$ cat src/core/wdt_pkg.sv
// constants for the windowed watchdog timer
package wdt_pkg;
    // register byte offsets
    localparam logic [7:0]  CTRL_OFS    = 8'h00;
    localparam logic [7:0]  MODE_OFS    = 8'h04;
    localparam logic [7:0]  STATUS_OFS  = 8'h08;
    localparam logic [7:0]  MASK_OFS    = 8'h0C;

    localparam int          CNT_W       = 12;
    localparam int          RELOAD_LSB  = 0;
    localparam int          FIRQ_BIT    = 12;
    localparam int          FRST_BIT    = 13;
    localparam int          PROC_BIT    = 14;
    localparam int          OFF_BIT     = 15;
    localparam int          WIN_LSB     = 16;
    localparam int          DBGH_BIT    = 28;
    localparam int          IDLEH_BIT   = 29;

    localparam logic [31:0] MODE_RST    = 32'h3FFF_2FFF;
    localparam logic [31:0] MODE_WMASK  = 32'h3FFF_FFFF;
    localparam logic [11:0] CNT_RST     = 12'hFFF;

    localparam int          KEY_LSB     = 24;
    localparam logic [7:0]  KEY_VAL     = 8'hA5;
    localparam int          RESTART_BIT = 0;

    localparam int          ST_UNF      = 0;
    localparam int          ST_ERR      = 1;
    localparam logic [1:0]  MASK_RST    = 2'h3;

    localparam int          PRESCALE    = 128;

    localparam logic [1:0]  RESP_OKAY   = 2'h0;
    localparam logic [1:0]  RESP_SLVERR = 2'h2;
endpackage : wdt_pkg

$ cat src/core/windowed_watchdog_timer.sv
// windowed watchdog timer with an axi4-lite register slave
//
// Summary of operation
// - twelve bit down counter loaded from the programmed reload value
// - counter decrements once per slow clock divided by 128
// - after reset reload is all ones, watchdog runs, fault reset enabled
// - mode register accepts one write; reset alone clears the lock
// - mode write reloads counter with the new parameters and restarts
// - valid restart reloads counter and restarts the prescaler at once
// - control writes without the correct key are ignored
// - underflow sets its flag; fault only with fault reset enabled
// - restart above the window flags error and faults, even when off
// - window at or above reload allows restart anywhere without error
// - interrupt while either unmasked flag set and fault interrupt enabled
// - watchdog reset clears processor, watchdog and both flags
// - reset or status read clears flags, interrupt and fault
// - counter stops in debug or idle when the halt bits ask
// - every processor reset restores register and counter state
// - control write acts only with key 0xA5 in its top byte
// - fault asks processor reset only when proc-only bit set
`timescale 1ns/100ps
module windowed_watchdog_timer
    import wdt_pkg::*;
#(
    parameter int PRESCALE_DIV = PRESCALE
) (
    input  wire logic        aclk,
    input  wire logic        aresetn,
    input  wire logic        slow_clk,
    input  wire logic        dbg_state,
    input  wire logic        sys_idle,
    input  wire logic [31:0] awaddr,
    input  wire logic        awvalid,
    output logic             awready,
    input  wire logic [31:0] wdata,
    input  wire logic [3:0]  wstrb,
    input  wire logic        wvalid,
    output logic             wready,
    output logic [1:0]       bresp,
    output logic             bvalid,
    input  wire logic        bready,
    input  wire logic [31:0] araddr,
    input  wire logic        arvalid,
    output logic             arready,
    output logic [31:0]      rdata,
    output logic [1:0]       rresp,
    output logic             rvalid,
    input  wire logic        rready,
    output logic             irq,
    output logic             wd_fault,
    output logic             fault_proc_only
);
    localparam int PRE_W = $clog2(PRESCALE_DIV);
    if (PRESCALE_DIV < 2) begin : g_bad_div
        $error("prescale divider must be at least 2");
    end

    function automatic logic [31:0] wmerge(input logic [31:0] old_v,
                                           input logic [31:0] new_v,
                                           input logic [3:0]  strb);
        logic [31:0] r;
        r = old_v;
        for (int i = 0; i < 4; i++) begin
            if (strb[i]) begin
                r[8*i +: 8] = new_v[8*i +: 8];
            end
        end
        return r;
    endfunction : wmerge

    // pin synchronisers
    logic [2:0]       slow_s_q;
    logic [1:0]       dbg_s_q;
    logic [1:0]       idle_s_q;
    logic             slow_edge;

    always_ff @(posedge aclk) begin
        if (!aresetn) begin
            slow_s_q <= 3'h0;
            dbg_s_q  <= 2'h0;
            idle_s_q <= 2'h0;
        end else begin
            slow_s_q <= {slow_s_q[1:0], slow_clk};
            dbg_s_q  <= {dbg_s_q[0], dbg_state};
            idle_s_q <= {idle_s_q[0], sys_idle};
        end
    end

    assign slow_edge = slow_s_q[1] & ~slow_s_q[2];

    // axi write channel
    logic             aw_full_q;
    logic             w_full_q;
    logic             aw_full_d;
    logic             w_full_d;
    logic [7:0]       waddr_q;
    logic [31:0]      wdata_q;
    logic [3:0]       wstrb_q;
    logic             awready_q;
    logic             wready_q;
    logic             bvalid_q;
    logic [1:0]       bresp_q;
    logic             wr_go;
    logic             aw_hs;
    logic             w_hs;
    assign aw_hs = awvalid & awready_q;
    assign w_hs  = wvalid & wready_q;
    assign wr_go = aw_full_q & w_full_q & ~bvalid_q;

    always_comb begin
        aw_full_d = aw_full_q;
        w_full_d  = w_full_q;
        if (wr_go) begin
            aw_full_d = 1'b0;
            w_full_d  = 1'b0;
        end
        if (aw_hs) begin
            aw_full_d = 1'b1;
        end
        if (w_hs) begin
            w_full_d = 1'b1;
        end
    end

    always_ff @(posedge aclk) begin
        if (!aresetn) begin
            aw_full_q <= 1'b0;
            w_full_q  <= 1'b0;
            awready_q <= 1'b0;
            wready_q  <= 1'b0;
            waddr_q   <= 8'h00;
            wdata_q   <= 32'h0000_0000;
            wstrb_q   <= 4'h0;
        end else begin
            aw_full_q <= aw_full_d;
            w_full_q  <= w_full_d;
            awready_q <= ~aw_full_d;
            wready_q  <= ~w_full_d;
            if (aw_hs) begin
                waddr_q <= awaddr[7:0];
            end
            if (w_hs) begin
                wdata_q <= wdata;
                wstrb_q <= wstrb;
            end
        end
    end

    logic             hit_ctrl;
    logic             hit_mode;
    logic             hit_stat;
    logic             hit_mask;
    assign hit_ctrl = waddr_q == CTRL_OFS;
    assign hit_mode = waddr_q == MODE_OFS;
    assign hit_stat = waddr_q == STATUS_OFS;
    assign hit_mask = waddr_q == MASK_OFS;

    always_ff @(posedge aclk) begin
        if (!aresetn) begin
            bvalid_q <= 1'b0;
            bresp_q  <= RESP_OKAY;
        end else if (wr_go) begin
            bvalid_q <= 1'b1;
            bresp_q  <= (hit_ctrl | hit_mode | hit_stat | hit_mask) ? RESP_OKAY : RESP_SLVERR;
        end else if (bvalid_q && bready) begin
            bvalid_q <= 1'b0;
        end
    end

    // register state
    logic [31:0]      mode_q;
    logic             lock_q;
    logic [1:0]       mask_q;
    logic [31:0]      mode_new;
    logic             mode_wr;
    logic             ctrl_wr;
    logic             restart_cmd;
    logic             restart_ok;
    logic             win_err;
    logic [CNT_W-1:0] reload_v;
    logic [CNT_W-1:0] window_v;
    logic [CNT_W-1:0] count_q;
    logic             unf_q;
    logic             err_q;

    assign reload_v = mode_q[RELOAD_LSB +: CNT_W];
    assign window_v = mode_q[WIN_LSB +: CNT_W];
    assign mode_new = wmerge(mode_q, wdata_q, wstrb_q) & MODE_WMASK;
    // one-shot mode write
    assign mode_wr  = wr_go & hit_mode & ~lock_q;
    assign ctrl_wr  = wr_go & hit_ctrl & wstrb_q[3] & wstrb_q[0]
                    & (wdata_q[KEY_LSB +: 8] == KEY_VAL);
    assign restart_cmd = ctrl_wr & wdata_q[RESTART_BIT];
    // window check ignores wd_off on purpose
    assign win_err    = restart_cmd & (count_q > window_v);
    assign restart_ok = restart_cmd & ~win_err;

    // reset defaults: full reload, running, fault reset on
    always_ff @(posedge aclk) begin
        if (!aresetn) begin
            mode_q <= MODE_RST;
            lock_q <= 1'b0;
        end else if (mode_wr) begin
            mode_q <= mode_new;
            lock_q <= 1'b1;
        end
    end

    always_ff @(posedge aclk) begin
        if (!aresetn) begin
            mask_q <= MASK_RST;
        end else if (wr_go && hit_mask && wstrb_q[0]) begin
            mask_q <= wdata_q[ST_ERR:ST_UNF];
        end
    end

    lock_hold_a: assert property (@(posedge aclk) disable iff (!aresetn)
        lock_q && wr_go && hit_mode |=> $stable(mode_q) && lock_q)
        else $error("mode register changed after lock");

    // prescaler and counter
    logic [PRE_W-1:0] pre_q;
    logic             halt;
    logic             tick;
    logic             underflow;
    assign halt = mode_q[OFF_BIT]
                | (mode_q[DBGH_BIT] & dbg_s_q[1])
                | (mode_q[IDLEH_BIT] & idle_s_q[1]);
    assign tick = slow_edge & ~halt & (pre_q == PRE_W'(PRESCALE_DIV - 1));
    assign underflow = tick & (count_q == '0);
    // divide slow clock, restart on reload
    always_ff @(posedge aclk) begin
        if (!aresetn) begin
            pre_q <= '0;
        end else if (mode_wr || restart_ok || tick) begin
            pre_q <= '0;
        end else if (slow_edge && !halt) begin
            pre_q <= pre_q + 1'b1;
        end
    end

    // down counter, wraps to reload at underflow
    always_ff @(posedge aclk) begin
        if (!aresetn) begin
            count_q <= CNT_RST;
        end else if (mode_wr) begin
            count_q <= mode_new[RELOAD_LSB +: CNT_W];
        end else if (restart_ok || underflow) begin
            count_q <= reload_v;
        end else if (tick) begin
            count_q <= count_q - 1'b1;
        end
    end

    pre_step_a: assert property (@(posedge aclk) disable iff (!aresetn)
        slow_edge && !halt && !mode_wr && !restart_ok && !tick
        |=> pre_q == $past(pre_q) + 1'b1)
        else $error("prescaler did not advance on slow edge");
    mode_reload_a: assert property (@(posedge aclk) disable iff (!aresetn)
        mode_wr |=> count_q == reload_v && pre_q == '0)
        else $error("mode write did not reload counter");
    restart_load_a: assert property (@(posedge aclk) disable iff (!aresetn)
        restart_ok |=> count_q == reload_v && pre_q == '0)
        else $error("restart did not reload counter and prescaler");
    bad_key_a: assert property (@(posedge aclk) disable iff (!aresetn)
        wr_go && hit_ctrl && wdata_q[KEY_LSB +: 8] != KEY_VAL && !tick
        |=> $stable(count_q) && !$rose(err_q))
        else $error("control write with wrong key had an effect");
    halt_hold_a: assert property (@(posedge aclk) disable iff (!aresetn)
        halt && !mode_wr && !restart_ok |=> $stable(count_q) && !$rose(unf_q))
        else $error("counter moved while halted or off");

    // status flags, fault and interrupt
    logic             fault_q;
    logic             proc_q;
    logic             irq_q;
    logic             stat_rd;

    // flags clear on any reset; a set beats a clearing read
    always_ff @(posedge aclk) begin
        if (!aresetn) begin
            unf_q <= 1'b0;
            err_q <= 1'b0;
        end else begin
            if (underflow) begin
                unf_q <= 1'b1;
            end else if (stat_rd) begin
                unf_q <= 1'b0;
            end
            if (win_err) begin
                err_q <= 1'b1;
            end else if (stat_rd) begin
                err_q <= 1'b0;
            end
        end
    end

    // fault to reset controller; proc-only sampled at the fault
    always_ff @(posedge aclk) begin
        if (!aresetn) begin
            fault_q <= 1'b0;
            proc_q  <= 1'b0;
        end else if ((underflow && mode_q[FRST_BIT]) || win_err) begin
            fault_q <= 1'b1;
            proc_q  <= mode_q[PROC_BIT];
        end else if (stat_rd) begin
            fault_q <= 1'b0;
            proc_q  <= 1'b0;
        end
    end

    // one cycle behind the flags, so it drops two cycles after the read
    always_ff @(posedge aclk) begin
        if (!aresetn) begin
            irq_q <= 1'b0;
        end else begin
            irq_q <= mode_q[FIRQ_BIT] & |({err_q, unf_q} & mask_q);
        end
    end

    unf_flag_a: assert property (@(posedge aclk) disable iff (!aresetn)
        underflow |=> unf_q
        && (wd_fault == ($past(mode_q[FRST_BIT]) || ($past(fault_q) && !$past(stat_rd)))))
        else $error("underflow flag or fault wrong");
    win_err_a: assert property (@(posedge aclk) disable iff (!aresetn)
        restart_cmd && count_q > window_v |=> err_q && wd_fault && $stable(mode_q))
        else $error("window error not flagged");
    no_err_a: assert property (@(posedge aclk) disable iff (!aresetn)
        restart_cmd && window_v >= reload_v && count_q <= reload_v |=> !$rose(err_q))
        else $error("restart inside full window flagged error");
    irq_out_a: assert property (@(posedge aclk) disable iff (!aresetn)
        ##1 irq == $past(mode_q[FIRQ_BIT] && ((unf_q && mask_q[ST_UNF]) || (err_q && mask_q[ST_ERR]))))
        else $error("interrupt does not follow flags");
    proc_sel_a: assert property (@(posedge aclk) disable iff (!aresetn)
        $rose(wd_fault) |-> fault_proc_only == $past(mode_q[PROC_BIT]))
        else $error("reset scope does not follow proc-only bit");

    // axi read channel
    logic             arready_q;
    logic             rvalid_q;
    logic [31:0]      rdata_q;
    logic [1:0]       rresp_q;
    logic             ar_hs;
    logic [7:0]       raddr;
    logic [31:0]      rd_data;
    logic             rd_hit;
    assign ar_hs   = arvalid & arready_q;
    assign raddr   = araddr[7:0];
    // status read clears flags, irq and fault
    assign stat_rd = ar_hs & (raddr == STATUS_OFS);
    always_comb begin
        rd_data = 32'h0000_0000;
        rd_hit  = 1'b1;
        unique case (raddr)
            CTRL_OFS:   rd_data = 32'h0000_0000;
            MODE_OFS:   rd_data = mode_q;
            STATUS_OFS: rd_data = {30'h0, err_q, unf_q};
            MASK_OFS:   rd_data = {30'h0, mask_q};
            default:    rd_hit  = 1'b0;
        endcase
    end

    always_ff @(posedge aclk) begin
        if (!aresetn) begin
            arready_q <= 1'b0;
            rvalid_q  <= 1'b0;
            rdata_q   <= 32'h0000_0000;
            rresp_q   <= RESP_OKAY;
        end else if (ar_hs) begin
            arready_q <= 1'b0;
            rvalid_q  <= 1'b1;
            rdata_q   <= rd_data;
            rresp_q   <= rd_hit ? RESP_OKAY : RESP_SLVERR;
        end else if (rvalid_q && rready) begin
            rvalid_q  <= 1'b0;
            arready_q <= 1'b1;
        end else if (!rvalid_q) begin
            arready_q <= 1'b1;
        end
    end

    stat_clear_a: assert property (@(posedge aclk) disable iff (!aresetn)
        stat_rd && !underflow && !win_err |=> !unf_q && !err_q && !wd_fault ##1 !irq)
        else $error("status read did not clear flags");
    reset_state_a: assert property (@(posedge aclk)
        !aresetn |=> count_q == CNT_RST && mode_q == MODE_RST && !lock_q
        && !unf_q && !err_q && !wd_fault && !irq)
        else $error("reset did not restore initial state");

    assign awready         = awready_q;
    assign wready          = wready_q;
    assign bvalid          = bvalid_q;
    assign bresp           = bresp_q;
    assign arready         = arready_q;
    assign rvalid          = rvalid_q;
    assign rdata           = rdata_q;
    assign rresp           = rresp_q;
    assign irq             = irq_q;
    assign wd_fault        = fault_q;
    assign fault_proc_only = proc_q;
endmodule : windowed_watchdog_timer

$ cat config.mk
export PLATFORM = sky130hd
export DESIGN_NAME = windowed_watchdog_timer
export DESIGN_NICKNAME = d
export VERILOG_FILES = /design/src/core/wdt_pkg.sv /design/src/core/windowed_watchdog_timer.sv
export SDC_FILE = /design/constraint.sdc
export NUM_CORES = 1
export LEC_CHECK = 0
export BUFFER_PORTS_ARGS = -buffer_cell sky130_fd_sc_hd__clkbuf_2
export CAP_MARGIN = 20
export CORE_UTILIZATION = 35
export DETAILED_ROUTE_END_ITERATION = 7
export PLACE_DENSITY_LB_ADDON = 0.25
export SLEW_MARGIN = 20
export SYNTH_ARGS = -nofsm -noshare
export SYNTH_HDL_FRONTEND = slang
export SYNTH_SLANG_ARGS = --single-unit
$ cat constraint.sdc
create_clock -name aclk -period 3.2 [get_ports aclk]
set_input_delay 0.32 -clock aclk [delete_from_list [all_inputs] [get_ports aclk]]
set_output_delay 0.32 -clock aclk [all_outputs]
set_load 0.03 [all_outputs]
==> key figures <==
Status
  • Status: finished clean

Pwr
  • Leak: 0.003207 uW
  • PnR Total Power: 4215 uW
  • Power Dens Cells: 567.7 nW/um2
  • Peak VDD IR: 0.0003807 V

Die
  • Starting Density: 36.18%
  • Die width: 133.4 um
  • Core region area: 16700 um2
  • # rows: 47
  • Die Ht: 133.4 um
  • Io pins: 154
  • Die area: 17790 um2

Clocking
  • Setup bufs post-CTS: 0
  • Cts bufs inserted: 17
  • Hold_buf cts: 0
  • CTS max path bufs: 2
  • TritonCTS clock tree: yes
  • CTS root buf: clkbuf_16
  • Quantity of gates resized following cts: 0
  • CTS Sinks: 147
  • H-tree levels: 4
  • Worst-path clk slew: 0.06 ns
  • Worst-skew pair later-pin latency: 0.43 ns

Routing
  • Initial DRC count: 304
  • DRC viols: 0
  • DR pass1 iterations: 4
  • Post-DR vias/cell: 4.906
  • WL final: 14.60 mm
  • WL per Instance: 14.43 um
  • Vias: 4965
  • Final ANT Viol Nets: 0

Yosys
  • Post-synth EDFFs: 0
  • Post-synth top area cell: dfxtp_1
  • Async S/R FF share, synth: 0%
  • Register bit count reported by yosys: 147
  • Post-synth top area share: 48.71%
  • Synth area leaders: dfxtp_1 49%, nand2_1 8.8%, a21boi_0 5.8%
  • Post-synth top flop: dfxtp_1
  • Netlist cell types: 48
  • Synth warn: 0
  • Syn Area/Cell: 8.859 um2
  • Syn Inst Count: 682
  • Netlist Area Pre-Place: 6042 um2
  • Sequential-to-total area share from yosys stat: 48.71%

Hold path
  • Worst Hold Class: input port to flip-flop
  • Worst Hold Path EP: slow_s_q[0]$_SDFF_PN0_
  • Hold path start: slow_clk
  • Hold depth: 2

Layout
  • Highest-count cells in the layout ignoring fill and taps: 147 x dfxtp_1, 142 x nand2_1, 100 x clkbuf_2
  • Most common cell after layout, fill and taps aside: dfxtp_1
  • Layout cells sized above 1: 21.21%
  • Syn-to-layout area delta: 22.90%
  • Final nets: 903
  • N_diodes: 0

Global route
  • Initial antenna violation count: 0
  • First-pass GRT wire length: 24.25 mm
  • All-Layer GR Usage: 17.54%
  • Via count of the first global-routing pass: 4757
  • Pin count of the biggest net entering global routing: 42
  • Grt ovf: 0

Worst setup path
  • Nature of the critical path endpoint: flip-flop
  • Critical Path Fanout Max: 14
  • CP required: 3.54 ns
  • Worst R2R End: count_q[3]$_SDFFE_PN1P_
  • Arrival @ worst endpoint: 2.95 ns
  • Worst setup SP type: flip-flop
  • R2r worst-path depth: 8
  • R2R Path Start: mode_q[15]$_SDFFE_PN0P_
  • Reg2Reg Setup Slack: 0.59 ns
  • Worst setup path category: flip-flop to flip-flop

Timing
  • Fin crit share: 81.63%
  • Worst-margin pin slew: 0.7810 ns
  • FMAX: 382.8 MHz
  • Final Max Tran Viols: 0
  • TNS Setup: 0 ns
  • Hold Slack: 0.1028 ns
  • Final Hold Fails: 0
  • Max-slew headroom: 47.45%
  • Unrepaired setup endpoints after global routing: no
  • Tmin final: 2.612 ns
  • Clock Skews: 0.01207 ns
  • Final Setup Violations: 0

Job
  • Total of max-cap violations: 0

Placement
  • Count of input and output buffers: 101
  • GP Congestion: 0.7841
  • DP HPWL: 10.15 mm
## layer usage
| layer | routed length (um) | vias up | track usage (%) |
|---|---|---|---|
| met2 | 6519 | 109 | 27.17 |
| met4 | 227 | 0 | 7.197 |
| li1 | - | 2561 | - |
| met3 | 734 | 15 | 3.843 |
| met1 | 7120 | 2280 | 23.59 |
| met5 | 0 | - | 0 |
## synthesized netlist by cell type, types with 2 or more instances
cell type / number
mux2i_1: 6
nor2b_1: 6
o211a_1: 2
nor2_1: 40
nor3_1: 5
inv_1: 22
or4_4: 2
a21oi_1: 15
o211ai_1: 9
nor3_2: 10
o21ai_1: 10
buf_4: 4
a21boi_1: 4
ha_1: 14
nor3b_1: 2
o21a_1: 2
clkbuf_1: 37
mux2_2: 3
nor4b_1: 2
a31oi_1: 2
o22ai_1: 9
o221ai_1: 10
o21ai_0: 5
xnor2_1: 9
nor4_1: 6
a21boi_0: 47
a22oi_1: 3
xor2_1: 3
nand2b_1: 5
nand4_1: 9
and2_1: 14
nand2_1: 142
a22o_1: 29
or3b_1: 2
dfxtp_1: 147
nand3_1: 32
nand3b_1: 2
## worst max-delay path by stage
stage          depth (start not counted)  slack, ns                      end               startpoint
2_1_floorplan                          7       0.79  count_q[5]$_SDFFE_PN1P_  mode_q[15]$_SDFFE_PN0P_
3_3_place_gp                           6       0.62  count_q[6]$_SDFFE_PN1P_  mode_q[15]$_SDFFE_PN0P_
3_5_place_dp                           6       0.59  count_q[0]$_SDFFE_PN1P_  mode_q[15]$_SDFFE_PN0P_
4_1_cts                                8       0.57  count_q[3]$_SDFFE_PN1P_  mode_q[15]$_SDFFE_PN0P_
5_1_grt                                7       0.35  count_q[3]$_SDFFE_PN1P_  waddr_q[4]$_SDFFE_PN0P_
6_report                               8       0.59  count_q[3]$_SDFFE_PN1P_  mode_q[15]$_SDFFE_PN0P_
## per-stage QoR
step           utilization (%)  cells  setup WS, ns  cell area [um2]
2_1_floorplan                -    685        0.7921             6053
3_3_place_gp             40.64    980        0.6215             6787
3_5_place_dp             40.64    980        0.5943             6787
4_1_cts                  44.46   1012        0.5724             7426
5_1_grt                  44.46   1012        0.3456             7426
6_report                 44.46   1012        0.5880             7426
## flip-flops by register name, summed over array words and instances (netlist names), 2 cells and up
register and cells:
wstrb_q 4, mask_q 2, mode_q 30, dbg_s_q 2, slow_s_q 3, wdata_q 32
waddr_q 8, count_q 12, pre_q 7, rdata 30, idle_s_q 2
## power by group
| part | switching [uW] | internal [uW] |
|---|---|---|
| Sequential | 32.2 | 1870 |
| Clock | 785 | 1340 |
| Combinational | 115 | 77.1 |
## kinds of logic (layout without fill, tap and decap cells)
logic type               count (synthesis)  in the layout  share of synthesized area [%]
AO/OA/AOI/OAI                          149            149                          17.97
XOR/XNOR                                12             12                          1.740
adder cells (fa/ha/maj)                 14             14                          2.899
buffers and inverters                   64            171                          4.349
flip-flops                             147            147                          48.71
multiplexers                             9              9                          1.553
other                                    1              4                        0.06207
AND/OR/NAND/NOR                        286            286                          22.72
## area by class of cell
| type | instances | area [um2] |
|---|---|---|
| flip-flops and latches | 147 | 2943 |
| well taps | 220 | 275.3 |
| clock inverters | 10 | 145.1 |
| multi-input cells | 474 | 2860 |
| repair buffers | 117 | 625.6 |
| fillers | 1671 | 9275 |
| clock buffers | 22 | 494.2 |
| inverters | 22 | 82.58 |
## critical path, stage by stage, from the launching register on
cell,delay (ns)
dfxtp_1,0.32
or3b_1,0.40
or4_4,0.65
nor4_1,0.29
buf_4,0.18
a21oi_1,0.04
nand2_1,0.15
mux2_2,0.35
o221ai_1,0.15
No activity file was read; power rests on OpenSTA's default activity.
